File: src/hw/ufat_pkg.sv
// What this block does
// - Frames are NRZ: one start bit, eight or nine positions, one or two stop_bit_count_select.
// - Reset format is eight data bits, no parity, one stop bit.
// - Parity is even, odd or off via enable and type bits.
// - Data positions go onto the line least significant bit first.
// - One shared format and one shared 8-bit baud divisor serve both directions.
// - With port, transmit and receive enabled, the pins become serial out and in.
// - An owned output pin idles high between frames.
// - Disabling the port frees both pins and empties the holding buffer.
// - Disable clears transmit and receive enables, break and error flags; sets idle and empty flags.
// - Disable halts transfers at once; re-enable resumes with kept configuration.
// - Parity takes the last data position; stop count is independent of length.
// - Nine-bit frames without parity take the top bit from the ninth transmit bit.
// - The shifter reloads only after the last stop bit, from pending held data.
// - Sending needs held data and baud timing; data-then-enable also starts.
// - Dropping transmit enable mid-frame aborts, resets and frees the pin.
// - Holding writes are refused while the transmit-empty flag is low.
// - Status read then holding write clears transmitter-idle; transmit-empty clears only if the write lands in the holding register.
// - Transmit-empty shows room in the holding register; enable gates an interrupt.
// - Writes during a frame wait; writes while idle start at once.
// - Transmitter-idle sets when a frame's stop bits finish.
// - Bit rate is clock over 64(N+1), or 16(N+1) in high speed.
package ufat_pkg;

  localparam int unsigned ADDR_WIDTH = 5;

  localparam logic [4:0] ADDR_CTRL_ONE = 5'h00;
  localparam logic [4:0] ADDR_CTRL_TWO = 5'h04;
  localparam logic [4:0] ADDR_STATUS   = 5'h08;
  localparam logic [4:0] ADDR_TX_HOLD  = 5'h0c;
  localparam logic [4:0] ADDR_BAUD     = 5'h10;

  // serial_control_one fields
  localparam int unsigned C1_PORT_EN   = 7;
  localparam int unsigned C1_WORD_LEN  = 6;
  localparam int unsigned C1_PAR_EN    = 5;
  localparam int unsigned C1_PAR_TYPE  = 4;
  localparam int unsigned C1_STOP_SEL  = 3;
  localparam int unsigned C1_BREAK_REQ = 2;
  localparam int unsigned C1_NINTH_TX  = 0;
  localparam logic [7:0]  C1_WMASK     = 8'hfd;
  localparam logic [7:0]  C1_RESET     = 8'h00;

  // serial_control_two fields
  localparam int unsigned C2_TX_EN     = 7;
  localparam int unsigned C2_RX_EN     = 6;
  localparam int unsigned C2_HIGH_SPD  = 5;
  localparam int unsigned C2_TX_IE     = 4;
  localparam logic [7:0]  C2_WMASK     = 8'hf0;
  localparam logic [7:0]  C2_RESET     = 8'h00;

  // serial_status_register fields
  localparam int unsigned ST_RX_IDLE   = 0;
  localparam int unsigned ST_RX_AVAIL  = 1;
  localparam int unsigned ST_NOISE     = 2;
  localparam int unsigned ST_FRAMING   = 3;
  localparam int unsigned ST_PARITY    = 4;
  localparam int unsigned ST_OVERRUN   = 5;
  localparam int unsigned ST_TX_IDLE   = 6;
  localparam int unsigned ST_TX_EMPTY  = 7;

  localparam logic [7:0]  BAUD_RESET   = 8'h00;
  localparam logic [5:0]  PRE_LOW_LAST  = 6'h3f;
  localparam logic [5:0]  PRE_HIGH_LAST = 6'h0f;
  localparam logic [3:0]  POS_SHORT    = 4'h8;
  localparam logic [3:0]  POS_LONG     = 4'h9;

  typedef enum logic [2:0] {
    TX_IDLE,
    TX_SYNC,
    TX_START,
    TX_DATA,
    TX_STOP
  } ufat_tx_state_type;

endpackage

File: src/hw/ufat_core.sv
// Decided for this implementation: the Avalon-MM register port and the register addresses.
`timescale 1ns/1ps
`default_nettype none

module ufat_core
  import ufat_pkg::*;
#(
  parameter int unsigned DIV_WIDTH = 8
) (
  input  wire logic                  clk_sys,
  input  wire logic                  sys_rst,
  input  wire logic [ADDR_WIDTH-1:0] avsAddress,
  input  wire logic                  avsRead,
  input  wire logic                  avsWrite,
  input  wire logic [31:0]           avsWriteData,
  input  wire logic [3:0]            avsByteEnable,
  output logic      [31:0]           avsReadData,
  output logic                       avsWaitRequest,
  output logic                       serialOut,
  output logic                       serialOutEn_n,
  output logic                       serialInOwned,
  output logic                       txIrq
);

  initial begin
    if (DIV_WIDTH != 8) begin
      $error("ufat_core: divisor width must be 8");
    end
  end

  function automatic logic [8:0] ufatFrame(
    input logic [7:0] data,
    input logic       ninth,
    input logic       len9,
    input logic       parEn,
    input logic       parOdd
  );
    logic [8:0] f;
    begin
      f = {ninth & len9, data};
      if (parEn && len9) begin
        f[8] = (^data) ^ parOdd;
      end else if (parEn) begin
        f[7] = (^data[6:0]) ^ parOdd;
      end
      ufatFrame = f;
    end
  endfunction

  logic [7:0]        ctrlOne_r;
  logic [7:0]        ctrlOne_nxt;
  logic [7:0]        ctrlTwo_r;
  logic [7:0]        ctrlTwo_nxt;
  logic [7:0]        baud_r;
  logic              txEmpty_r;
  logic              txIdle_r;
  logic              clearArmed_r;
  logic              holdFull_r;
  logic [7:0]        holdData_r;
  logic [7:0]        divCnt_r;
  logic [5:0]        preCnt_r;
  ufat_tx_state_type txState_r;
  ufat_tx_state_type txState_nxt;
  logic [8:0]        shift_r;
  logic [8:0]        shift_nxt;
  logic [3:0]        bitCnt_r;
  logic [3:0]        bitCnt_nxt;
  logic              waitReq_r;
  logic [31:0]       readData_r;
  logic              serialOut_r;
  logic              serialOutEn_n_r;
  logic              serialInOwned_r;
  logic              txIrq_r;

  // Bus decode
  wire        accept    = (avsRead | avsWrite) & waitReq_r;
  wire        wrAccept  = accept & avsWrite & avsByteEnable[0];
  wire        rdAccept  = accept & avsRead;
  wire        wrCtrlOne = wrAccept & (avsAddress == ADDR_CTRL_ONE);
  wire        wrCtrlTwo = wrAccept & (avsAddress == ADDR_CTRL_TWO);
  wire        wrBaud    = wrAccept & (avsAddress == ADDR_BAUD);
  wire        wrHold    = wrAccept & (avsAddress == ADDR_TX_HOLD);
  wire        rdStatus  = rdAccept & (avsAddress == ADDR_STATUS);
  wire [7:0]  wrByte    = avsWriteData[7:0];

  wire portEn   = ctrlOne_r[C1_PORT_EN];
  wire transmit_enable     = ctrlTwo_r[C2_TX_EN];
  wire receive_enable     = ctrlTwo_r[C2_RX_EN];
  wire txActive = portEn & transmit_enable;
  wire len9     = ctrlOne_r[C1_WORD_LEN];
  wire twoStops = ctrlOne_r[C1_STOP_SEL];

  // Shared baud generator, free running
  wire       divTick = (divCnt_r == 8'h00);
  wire [5:0] preLast = ctrlTwo_r[C2_HIGH_SPD] ? PRE_HIGH_LAST : PRE_LOW_LAST;
  wire       bitTick = divTick & (preCnt_r == preLast);
  wire [7:0] divCnt_nxt = divTick ? baud_r : divCnt_r - 8'h01;
  wire [5:0] preCnt_nxt = !divTick ? preCnt_r :
                          (preCnt_r == preLast) ? 6'h00 : preCnt_r + 6'h01;

  // Holding register write is refused while it still holds data
  wire holdTaken  = wrHold & txEmpty_r;
  wire txFree     = (txState_r == TX_IDLE);
  wire directLoad = holdTaken & txActive & txFree;
  wire fromHold   = holdFull_r & txActive & txFree;
  wire loadShift  = directLoad | fromHold;
  wire [7:0] loadByte = directLoad ? wrByte : holdData_r;
  wire [8:0] frameWord = ufatFrame(loadByte, ctrlOne_r[C1_NINTH_TX], len9,
                                   ctrlOne_r[C1_PAR_EN],
                                   ctrlOne_r[C1_PAR_TYPE]);
  wire [3:0] posCount = len9 ? POS_LONG : POS_SHORT;
  wire       frameDone = (txState_r == TX_STOP) & bitTick &
                         (bitCnt_r == 4'h0);

  // Control registers; disabling the port clears the listed bits
  always_comb begin
    ctrlOne_nxt = ctrlOne_r;
    ctrlTwo_nxt = ctrlTwo_r;
    if (wrCtrlOne) begin
      ctrlOne_nxt = wrByte & C1_WMASK;
    end
    if (wrCtrlTwo) begin
      ctrlTwo_nxt = wrByte & C2_WMASK;
    end
    if (!ctrlOne_nxt[C1_PORT_EN]) begin
      ctrlOne_nxt[C1_BREAK_REQ] = 1'b0;
      ctrlTwo_nxt[C2_TX_EN]     = 1'b0;
      ctrlTwo_nxt[C2_RX_EN]     = 1'b0;
    end
  end

  // Transmit sequencer
  always_comb begin
    txState_nxt = txState_r;
    shift_nxt   = shift_r;
    bitCnt_nxt  = bitCnt_r;
    case (txState_r)
      TX_IDLE: begin
        if (loadShift) begin
          shift_nxt   = frameWord;
          txState_nxt = TX_SYNC;
        end
      end
      TX_SYNC: begin
        if (bitTick) begin
          txState_nxt = TX_START;
        end
      end
      TX_START: begin
        if (bitTick) begin
          bitCnt_nxt  = posCount - 4'h1;
          txState_nxt = TX_DATA;
        end
      end
      TX_DATA: begin
        if (bitTick) begin
          shift_nxt = {1'b0, shift_r[8:1]};
          if (bitCnt_r == 4'h0) begin
            bitCnt_nxt  = twoStops ? 4'h1 : 4'h0;
            txState_nxt = TX_STOP;
          end else begin
            bitCnt_nxt = bitCnt_r - 4'h1;
          end
        end
      end
      TX_STOP: begin
        if (bitTick) begin
          if (bitCnt_r == 4'h0) begin
            txState_nxt = TX_IDLE;
          end else begin
            bitCnt_nxt = bitCnt_r - 4'h1;
          end
        end
      end
      default: begin
        txState_nxt = TX_IDLE;
      end
    endcase
    if (!txActive) begin
      txState_nxt = TX_IDLE;
      bitCnt_nxt  = 4'h0;
    end
  end

  wire lineBit = (txState_r == TX_START) ? 1'b0 :
                 (txState_r == TX_DATA)  ? shift_r[0] : 1'b1;

  wire [7:0] statusByte = {txEmpty_r, txIdle_r, 5'h00, 1'b1};

  wire [7:0] readByte =
    (avsAddress == ADDR_CTRL_ONE) ? ctrlOne_r :
    (avsAddress == ADDR_CTRL_TWO) ? ctrlTwo_r :
    (avsAddress == ADDR_STATUS)   ? statusByte :
    (avsAddress == ADDR_BAUD)     ? baud_r : 8'h00;

  // Armed clear: a status read arms, the next holding write taken (holdTaken) consumes it
  wire armedClear = holdTaken & clearArmed_r;
  wire txIdle_nxt = !portEn ? 1'b1 :
                    frameDone ? 1'b1 :
                    armedClear ? 1'b0 : txIdle_r;
  wire txEmpty_nxt = !portEn ? 1'b1 :
                     fromHold ? 1'b1 :
                     (holdTaken && !directLoad) ? 1'b0 : txEmpty_r;
  wire holdFull_nxt = !portEn ? 1'b0 :
                      fromHold ? 1'b0 :
                      (holdTaken && !directLoad) ? 1'b1 : holdFull_r;
  wire armed_nxt = rdStatus ? 1'b1 : holdTaken ? 1'b0 : clearArmed_r;

  always_ff @(posedge clk_sys or posedge sys_rst) begin
    if (sys_rst) begin
      ctrlOne_r <= C1_RESET;
      ctrlTwo_r <= C2_RESET;
      baud_r    <= BAUD_RESET;
    end else begin
      ctrlOne_r <= ctrlOne_nxt;
      ctrlTwo_r <= ctrlTwo_nxt;
      if (wrBaud) begin
        baud_r <= wrByte;
      end
    end
  end

  always_ff @(posedge clk_sys or posedge sys_rst) begin
    if (sys_rst) begin
      txEmpty_r    <= 1'b1;
      txIdle_r     <= 1'b1;
      clearArmed_r <= 1'b0;
      holdFull_r   <= 1'b0;
      holdData_r   <= 8'h00;
    end else begin
      txEmpty_r    <= txEmpty_nxt;
      txIdle_r     <= txIdle_nxt;
      clearArmed_r <= armed_nxt;
      holdFull_r   <= holdFull_nxt;
      if (holdTaken && !directLoad) begin
        holdData_r <= wrByte;
      end
    end
  end

  always_ff @(posedge clk_sys or posedge sys_rst) begin
    if (sys_rst) begin
      divCnt_r  <= 8'h00;
      preCnt_r  <= 6'h00;
      txState_r <= TX_IDLE;
      shift_r   <= 9'h000;
      bitCnt_r  <= 4'h0;
    end else begin
      divCnt_r  <= divCnt_nxt;
      preCnt_r  <= preCnt_nxt;
      txState_r <= txState_nxt;
      shift_r   <= shift_nxt;
      bitCnt_r  <= bitCnt_nxt;
    end
  end

  // One wait cycle per access keeps every bus output a flop
  always_ff @(posedge clk_sys or posedge sys_rst) begin
    if (sys_rst) begin
      waitReq_r  <= 1'b1;
      readData_r <= 32'h0000_0000;
    end else begin
      waitReq_r <= !accept;
      if (rdAccept) begin
        readData_r <= {24'h00_0000, readByte};
      end
    end
  end

  always_ff @(posedge clk_sys or posedge sys_rst) begin
    if (sys_rst) begin
      serialOut_r     <= 1'b1;
      serialOutEn_n_r <= 1'b1;
      serialInOwned_r <= 1'b0;
      txIrq_r         <= 1'b0;
    end else begin
      serialOut_r     <= lineBit;
      serialOutEn_n_r <= !txActive;
      serialInOwned_r <= portEn & receive_enable;
      txIrq_r         <= txEmpty_r & ctrlTwo_r[C2_TX_IE];
    end
  end

  assign avsReadData    = readData_r;
  assign avsWaitRequest = waitReq_r;
  assign serialOut      = serialOut_r;
  assign serialOutEn_n  = serialOutEn_n_r;
  assign serialInOwned  = serialInOwned_r;
  assign txIrq          = txIrq_r;

endmodule

`default_nettype wire

File: config.mk
export PLATFORM = sky130hd
export DESIGN_NAME = ufat_core
export DESIGN_NICKNAME = d
export VERILOG_FILES = /design/src/hw/ufat_pkg.sv /design/src/hw/ufat_core.sv
export SDC_FILE = /design/constraint.sdc
export NUM_CORES = 1
export LEC_CHECK = 0
export CAP_MARGIN = 15
export CORE_MARGIN = 8
export CORE_UTILIZATION = 40
export DETAILED_ROUTE_END_ITERATION = 8
export DONT_BUFFER_PORTS = 1
export PLACE_DENSITY = 0.53
export SLEW_MARGIN = 20
export SYNTH_ARGS = -nofsm -noshare
export SYNTH_HDL_FRONTEND = slang
export SYNTH_SLANG_ARGS = --single-unit
File: constraint.sdc
create_clock -name clk_sys -period 3.19 [get_ports clk_sys]
set_clock_uncertainty 0.05 [all_clocks]
set_input_delay 0.7975 -clock clk_sys [delete_from_list [all_inputs] [get_ports clk_sys]]
set_output_delay 0.7975 -clock clk_sys [all_outputs]
set_load 0.02 [all_outputs]
Word level (Yosys, flattened, before mapping)
Index checks and enable logic that the tools add are counted.
W data, S select, Z words.

operators by class
  bitwise gates (word level) = 26
  add/subtract/negate cells = 4
  multiplexer cells = 49
  reductions and logical operators = 16
  eq/ne operators = 24

operators with widths
  operator               number
  $mux W8                8
  $mux W3                8
  $mux W4                6
  $and A1 B1 Y1          22
  $mux W1                19
  $mux W9                2
  $ne A3 B3 Y1 const B   6
  $pmux W9 S2            1
  $pmux W3 S5            1
  $mux W6                2
  $pmux W4 S3            1
  $eq A5 B4 Y1 const B   2
  $logic_not A8 Y1       1
  $reduce_xor A8 Y1      1
  $sub A4 B1 Y4 const B  2
  $sub A8 B1 Y8 const B  1
  $reduce_and A7 Y1      1
  $reduce_xor A7 Y1      1
  $add A6 B1 Y6 const B  1
  $eq A3 B2 Y1 const B   2
  $eq A6 B6 Y1           1
  $ne A2 B1 Y1 const B   3
  $ne A3 B1 Y1 const B   2
  $ne A3 B2 Y1 const B   2
  17 further kinds       23

storage, ports and cells
  logic and storage cells = 141
  output and inout port bits = 37
  input bits = 45
  flip-flop bits (word level) = 74

Longest topological paths before layout
  depth after elaboration = 15
  gate-level depth with buffers = 10

Least setup slack after synthesis
OpenSTA, ideal clock, no wires.

  path kind = input -> register
  start = input avsAddress[4]
  end = register shift_r[7]
  library setup time = 0.124 ns
  stages = 8
  setup slack = 0.451 ns
  arrival time = 2.565 ns
  required time = 3.016 ns
  path through = buf_6 -> or4b_4 -> nor4_4 -> buf_6 -> mux2i_1 -> xnor2_1 -> and3_1 -> a211o_1

on the way
  longest elaborated chain between the ends = 12
  elaborated cells on any way between the ends = 15

RTL lines
  item                          line              source
  from (decl)                   ufat_core.sv:12   input wire logic [ADDR_WIDTH-1:0] avsAddress,
  $eq A5 B4 Y1 *                ufat_core.sv:82   wire wrHold = wrAccept & (avsAddress == ADDR_TX_HOLD);
  $and A1 B1 Y1 *               ufat_core.sv:82
  $and A1 B1 Y1 *               ufat_core.sv:102  wire holdTaken = wrHold & txEmpty_r;
  $and A1 B1 Y1 * (2 in a row)  ufat_core.sv:104  wire directLoad = holdTaken & txActive & txFree;
  $mux W8                       ufat_core.sv:107  wire [7:0] loadByte = directLoad ? wrByte : holdData_r;
  $reduce_xor A7 Y1             ufat_core.sv:44   f[7] = (^data[6:0]) ^ parOdd;
  $xor A1 B1 Y1                 ufat_core.sv:44
  $mux W1                       ufat_core.sv:43   end else if (parEn) begin
  $mux W1                       ufat_core.sv:41   if (parEn && len9) begin
  $mux W9                       ufat_core.sv:139  if (loadShift) begin
  $pmux W9 S2                   ufat_core.sv:137  case (txState_r)
  to (signal assigned)          ufat_core.sv:252  shift_r <= shift_nxt;
  to (decl)                     ufat_core.sv:64   logic [8:0] shift_r;

Mark *: on every way between the ends. The rest lies on a longest branch, timed or not. The select of a mux whose other input is x is not followed.
A chain may end at the register's enable or synchronous reset.

Final worst setup path
  start = register waitReq_r (netlist: avsWaitRequest)
  end = register shift_r[0]

on the way
  longest elaborated chain between the ends = 10
  elaborated cells on any way between the ends = 13

RTL lines
  item                                                     line                                source
  from (decl)                                              ufat_core.sv:68                     logic waitReq_r;
  from (signal assigned)                                   ufat_core.sv:263                    waitReq_r <= !accept;
  $and A1 B1 Y1 *                                          ufat_core.sv:76                     wire accept = (avsRead | avsWrite) & waitReq_r;
  $and A1 B1 Y1 * (2 in a row)                             ufat_core.sv:77                     wire wrAccept = accept & avsWrite & avsByteEnable[0];
  $and A1 B1 Y1 *                                          ufat_core.sv:82
  $and A1 B1 Y1 *                                          ufat_core.sv:102
  $and A1 B1 Y1 * (2 in a row)                             ufat_core.sv:104
  $mux W8 / $or A1 B1 Y1 (equally long branches)           ufat_core.sv:107, ufat_core.sv:106
  $mux W9 / $ne A2 B1 Y1 (equally long branches)           --
  $pmux W9 S2 / $reduce_and A3 Y1 (equally long branches)  --

Marked as above.

==> results_dict.tcl <==
set metrics [dict create \
    leakagePower_nw 1.98 \
    synthSimpleGateAreaFrac_pct 15.4 \
    cp_num_buf_inv 1 \
    clkSlewWorstSetupHoldPaths_ps 80 \
    crit_path_max_fanout 8 \
    grt-busiest-layer "met2" \
    place_hpwl_um 6600 \
    drt.antenna.violating_nets 0 \
    cts_tree "yes" \
    grt_pass1_wl_um 14400 \
    fp.dieW_um 116 \
    initial_core_util_pct 41.3 \
    globalRouteMet3Util_pct 5.02 \
    syn_inst 387 \
    final_cell_mix "dfrtp_1 (69), nor2_1 (34), nand2_1 (33)" \
    synth_edf_count 0 \
    fmax_mhz 405 \
    cts-resized-gates 0 \
    grt_pass1_vias 2698 \
    synth-xor-area-share_pct 5.48 \
    layout_commonest_cell "dfrtp_1" \
    cts_made_buffers 9 \
    wl_um 8850 \
    hold_buffers 0 \
    cts_max_path_buffers 2 \
    ff_latch_area_sq_mm 0.00186 \
    area_growth_pct 5.48 \
    internal-power_w 0.00164 \
    ff2ff_path_depth 6 \
    cts_root_buffer "clkbuf_8" \
    synth_area_sq_mm 0.00404 \
    dominantRegCellSynth "dfrtp_1" \
    synthMuxAreaShare_pct 10.5 \
    worst_setup_path_start_kind "flip-flop" \
    ys_warn_count 0 \
    ys_seq_elements 74 \
    worst_r2r_endpoint "shift_r[0]$_DFFE_PP0P_" \
    p_clk_share_pct 31.8 \
    detail_route.wl_per_cell_um 16.9 \
    power.density_mw_per_mm2 541 \
    antenna_found_initial 0 \
    multi_input_area_sq_mm 0.00196 \
    cp.required_ps 3380 \
    drc 0 \
    crit_chain "or4bb_1 > nor4_4 > buf_4 > mux2i_1 > a211oi_2 > a21o_1" \
    rsz0062_at_grt "no" \
    post-route-min-period_ps 2470 \
    vias 2706 \
    gp_congestion 0.814 \
    grt_usage_pct 13.9 \
    globalRouteOverflowTotal 0 \
    finalHoldViolCount 0 \
    slew_headroom_pct 44.0 \
    power_frac_comb_pct 17.4 \
    vdd.ir_drop.worst_mv 0.298 \
    via_per_inst 5.16 \
    num_antenna_cells 0 \
    tns_ps 0 \
    num-nets-final 437 \
    die_height_um 116 \
    hp-class "in -> async" \
    status "complete, no violations" \
    dieArea_sq_mm 0.0136 \
    async_reset_ff_share_pct 100 \
    grt_start_max_net_pins 48 \
    worstMarginPinSlew_ps 839 \
    synth-adder-area-share_pct 1.24 \
    drive_above_1_share_pct 13.6 \
    cpPeakStageDelay_ps 650 \
    maxCapViolCount 0 \
    synth-seq-area-share_pct 46.0 \
    slowest_stage "dfstp_2" \
    use_met1_pct 17.9 \
    fillerInstances 981 \
    grtUsageMet2_pct 21.3 \
    sequentialPowerShare_pct 50.7 \
    core_sq_mm 0.00977 \
    synth_top_family_by_area "simple AND/OR/NAND/NOR gates" \
    cts_sinks 74 \
    post_cts_buffers 0 \
    synth_compound_area_share_pct 13.7 \
    clk_latency_ps 340 \
    drt_first_pass_iters 4 \
    setup_viol 0 \
    place.port_buffers 0 \
    post-route-period-util_pct 77.5 \
    drt_iter0_drc 151 \
    cp.arrival_ps 2660 \
    cp-end-kind "flip-flop" \
    syn_avg_cell_area_sq_um 10.4 \
    swShare_pct 28.8 \
    slew_viol_final 0 \
    hold_slack_ps 422 \
    worstSetupPathType "reg -> reg" \
    timing.rr.start "avsWaitRequest$_DFF_PP1_" \
    crit_family "simple AND/OR/NAND/NOR gates" \
    std_cell_rows 36 \
    io_pins 82 \
    r2r_setup_slack_ps 720 \
    htree_num_levels 3 \
    power.switching_w 0.000664 \
    synth.distinct_cells 60 \
]
metal layers:
metal  share of wire (%)  routed length (um)  vias to the layer above
met3                 7.7                 685                        6
met4                0.93                  82                        0
met5                   0                   0                        -
met1                  47                4200                     1313
li1                    -                   -                     1324
met2                  44                3880                       63
per-stage QoR:
step	utilization, %	area [sq um]	setup WS, ps	total power (W)	instances
final	43.6	4260	719	0.00230	524
after global routing	43.6	4260	574	0.00244	524
after CTS	43.6	4260	712	0.00234	524
after detailed placement	41.6	4070	410	0.00159	510
after global placement	41.6	4070	389	0.00158	510
after floorplan	-	4130	451	0.00153	410
power groups by stage:
stage               Clock [W]  Combinational [W]  Sequential (W)
global route         0.000802           0.000454         0.00119
finish               0.000733           0.000402         0.00117
CTS                  0.000765           0.000407         0.00117
floorplan                   0           0.000381         0.00115
detailed placement          0           0.000404         0.00119
global placement            0           0.000395         0.00118
area by class of cell:
| class | count | area share [%] |
|---|---|---|
| flip-flops and latches | 74 | 43.6 |
| repair buffers | 5 | 0.881 |
| multi-input cells | 286 | 46.0 |
| clock inverters | 2 | 0.881 |
| clock buffers | 12 | 3.64 |
| inverters | 12 | 1.09 |
| well taps | 133 | 3.91 |
Yosys cell counts (all sizes together) (3+ instances only):
library cell   n  area (sq um)
nand3          7          35.0
a21o           9          67.6
o31ai          3          22.5
mux2i         13           130
xor2           3          26.3
dfstp          5           131
dfrtp         69          1730
a22o           5          43.8
xnor2         12           105
o32ai          3          26.3
xnor3          4          90.1
nand2         33           124
o21ai         24           120
buf           31           236
inv           12          45.0
ha             4          50.1
clkbuf         7          26.3
a21oi         16          83.8
nand2b         5          31.3
nor2          35           134
nor3           8          56.3
nor4           3          48.8
o22ai          3          18.8
and2           6          37.5
a211oi        10          80.1
mux2          26           293
and3           6          42.5
cell families (layout without fill, tap and decap cells):
kind of cell,Yosys count,after routing
compound gates,83,83
xor+xnor,19,19
fa+ha+maj,4,4
buf+inv,50,31
flops,74,74
mux,39,39
other cells,1,24
simple gates,117,117
worst max-delay path by stage:
stage	startpoint	endpoint	slack, ps	depth (start not counted)
global route	divCnt_r[0]$_DFF_PP0_	shift_r[6]$_DFFE_PP0P_	570	8
global placement	avsAddress[1]	shift_r[0]$_DFFE_PP0P_	390	6
floorplan	avsAddress[4]	shift_r[7]$_DFFE_PP0P_	450	8
detailed placement	avsAddress[1]	shift_r[0]$_DFFE_PP0P_	410	6
CTS	avsWaitRequest$_DFF_PP1_	shift_r[0]$_DFFE_PP0P_	710	6
finish	avsWaitRequest$_DFF_PP1_	shift_r[0]$_DFFE_PP0P_	720	6
flip-flops by register name, summed over array words and instances (netlist names), 4 cells and up:
signal and flops:
bitCnt_r 4, shift_r 9, preCnt_r 6, baud_r 8
ctrlTwo_r 4, divCnt_r 8, avsReadData 8, holdData_r 8
ctrlOne_r 7
(Power assumes the default switching activity.)
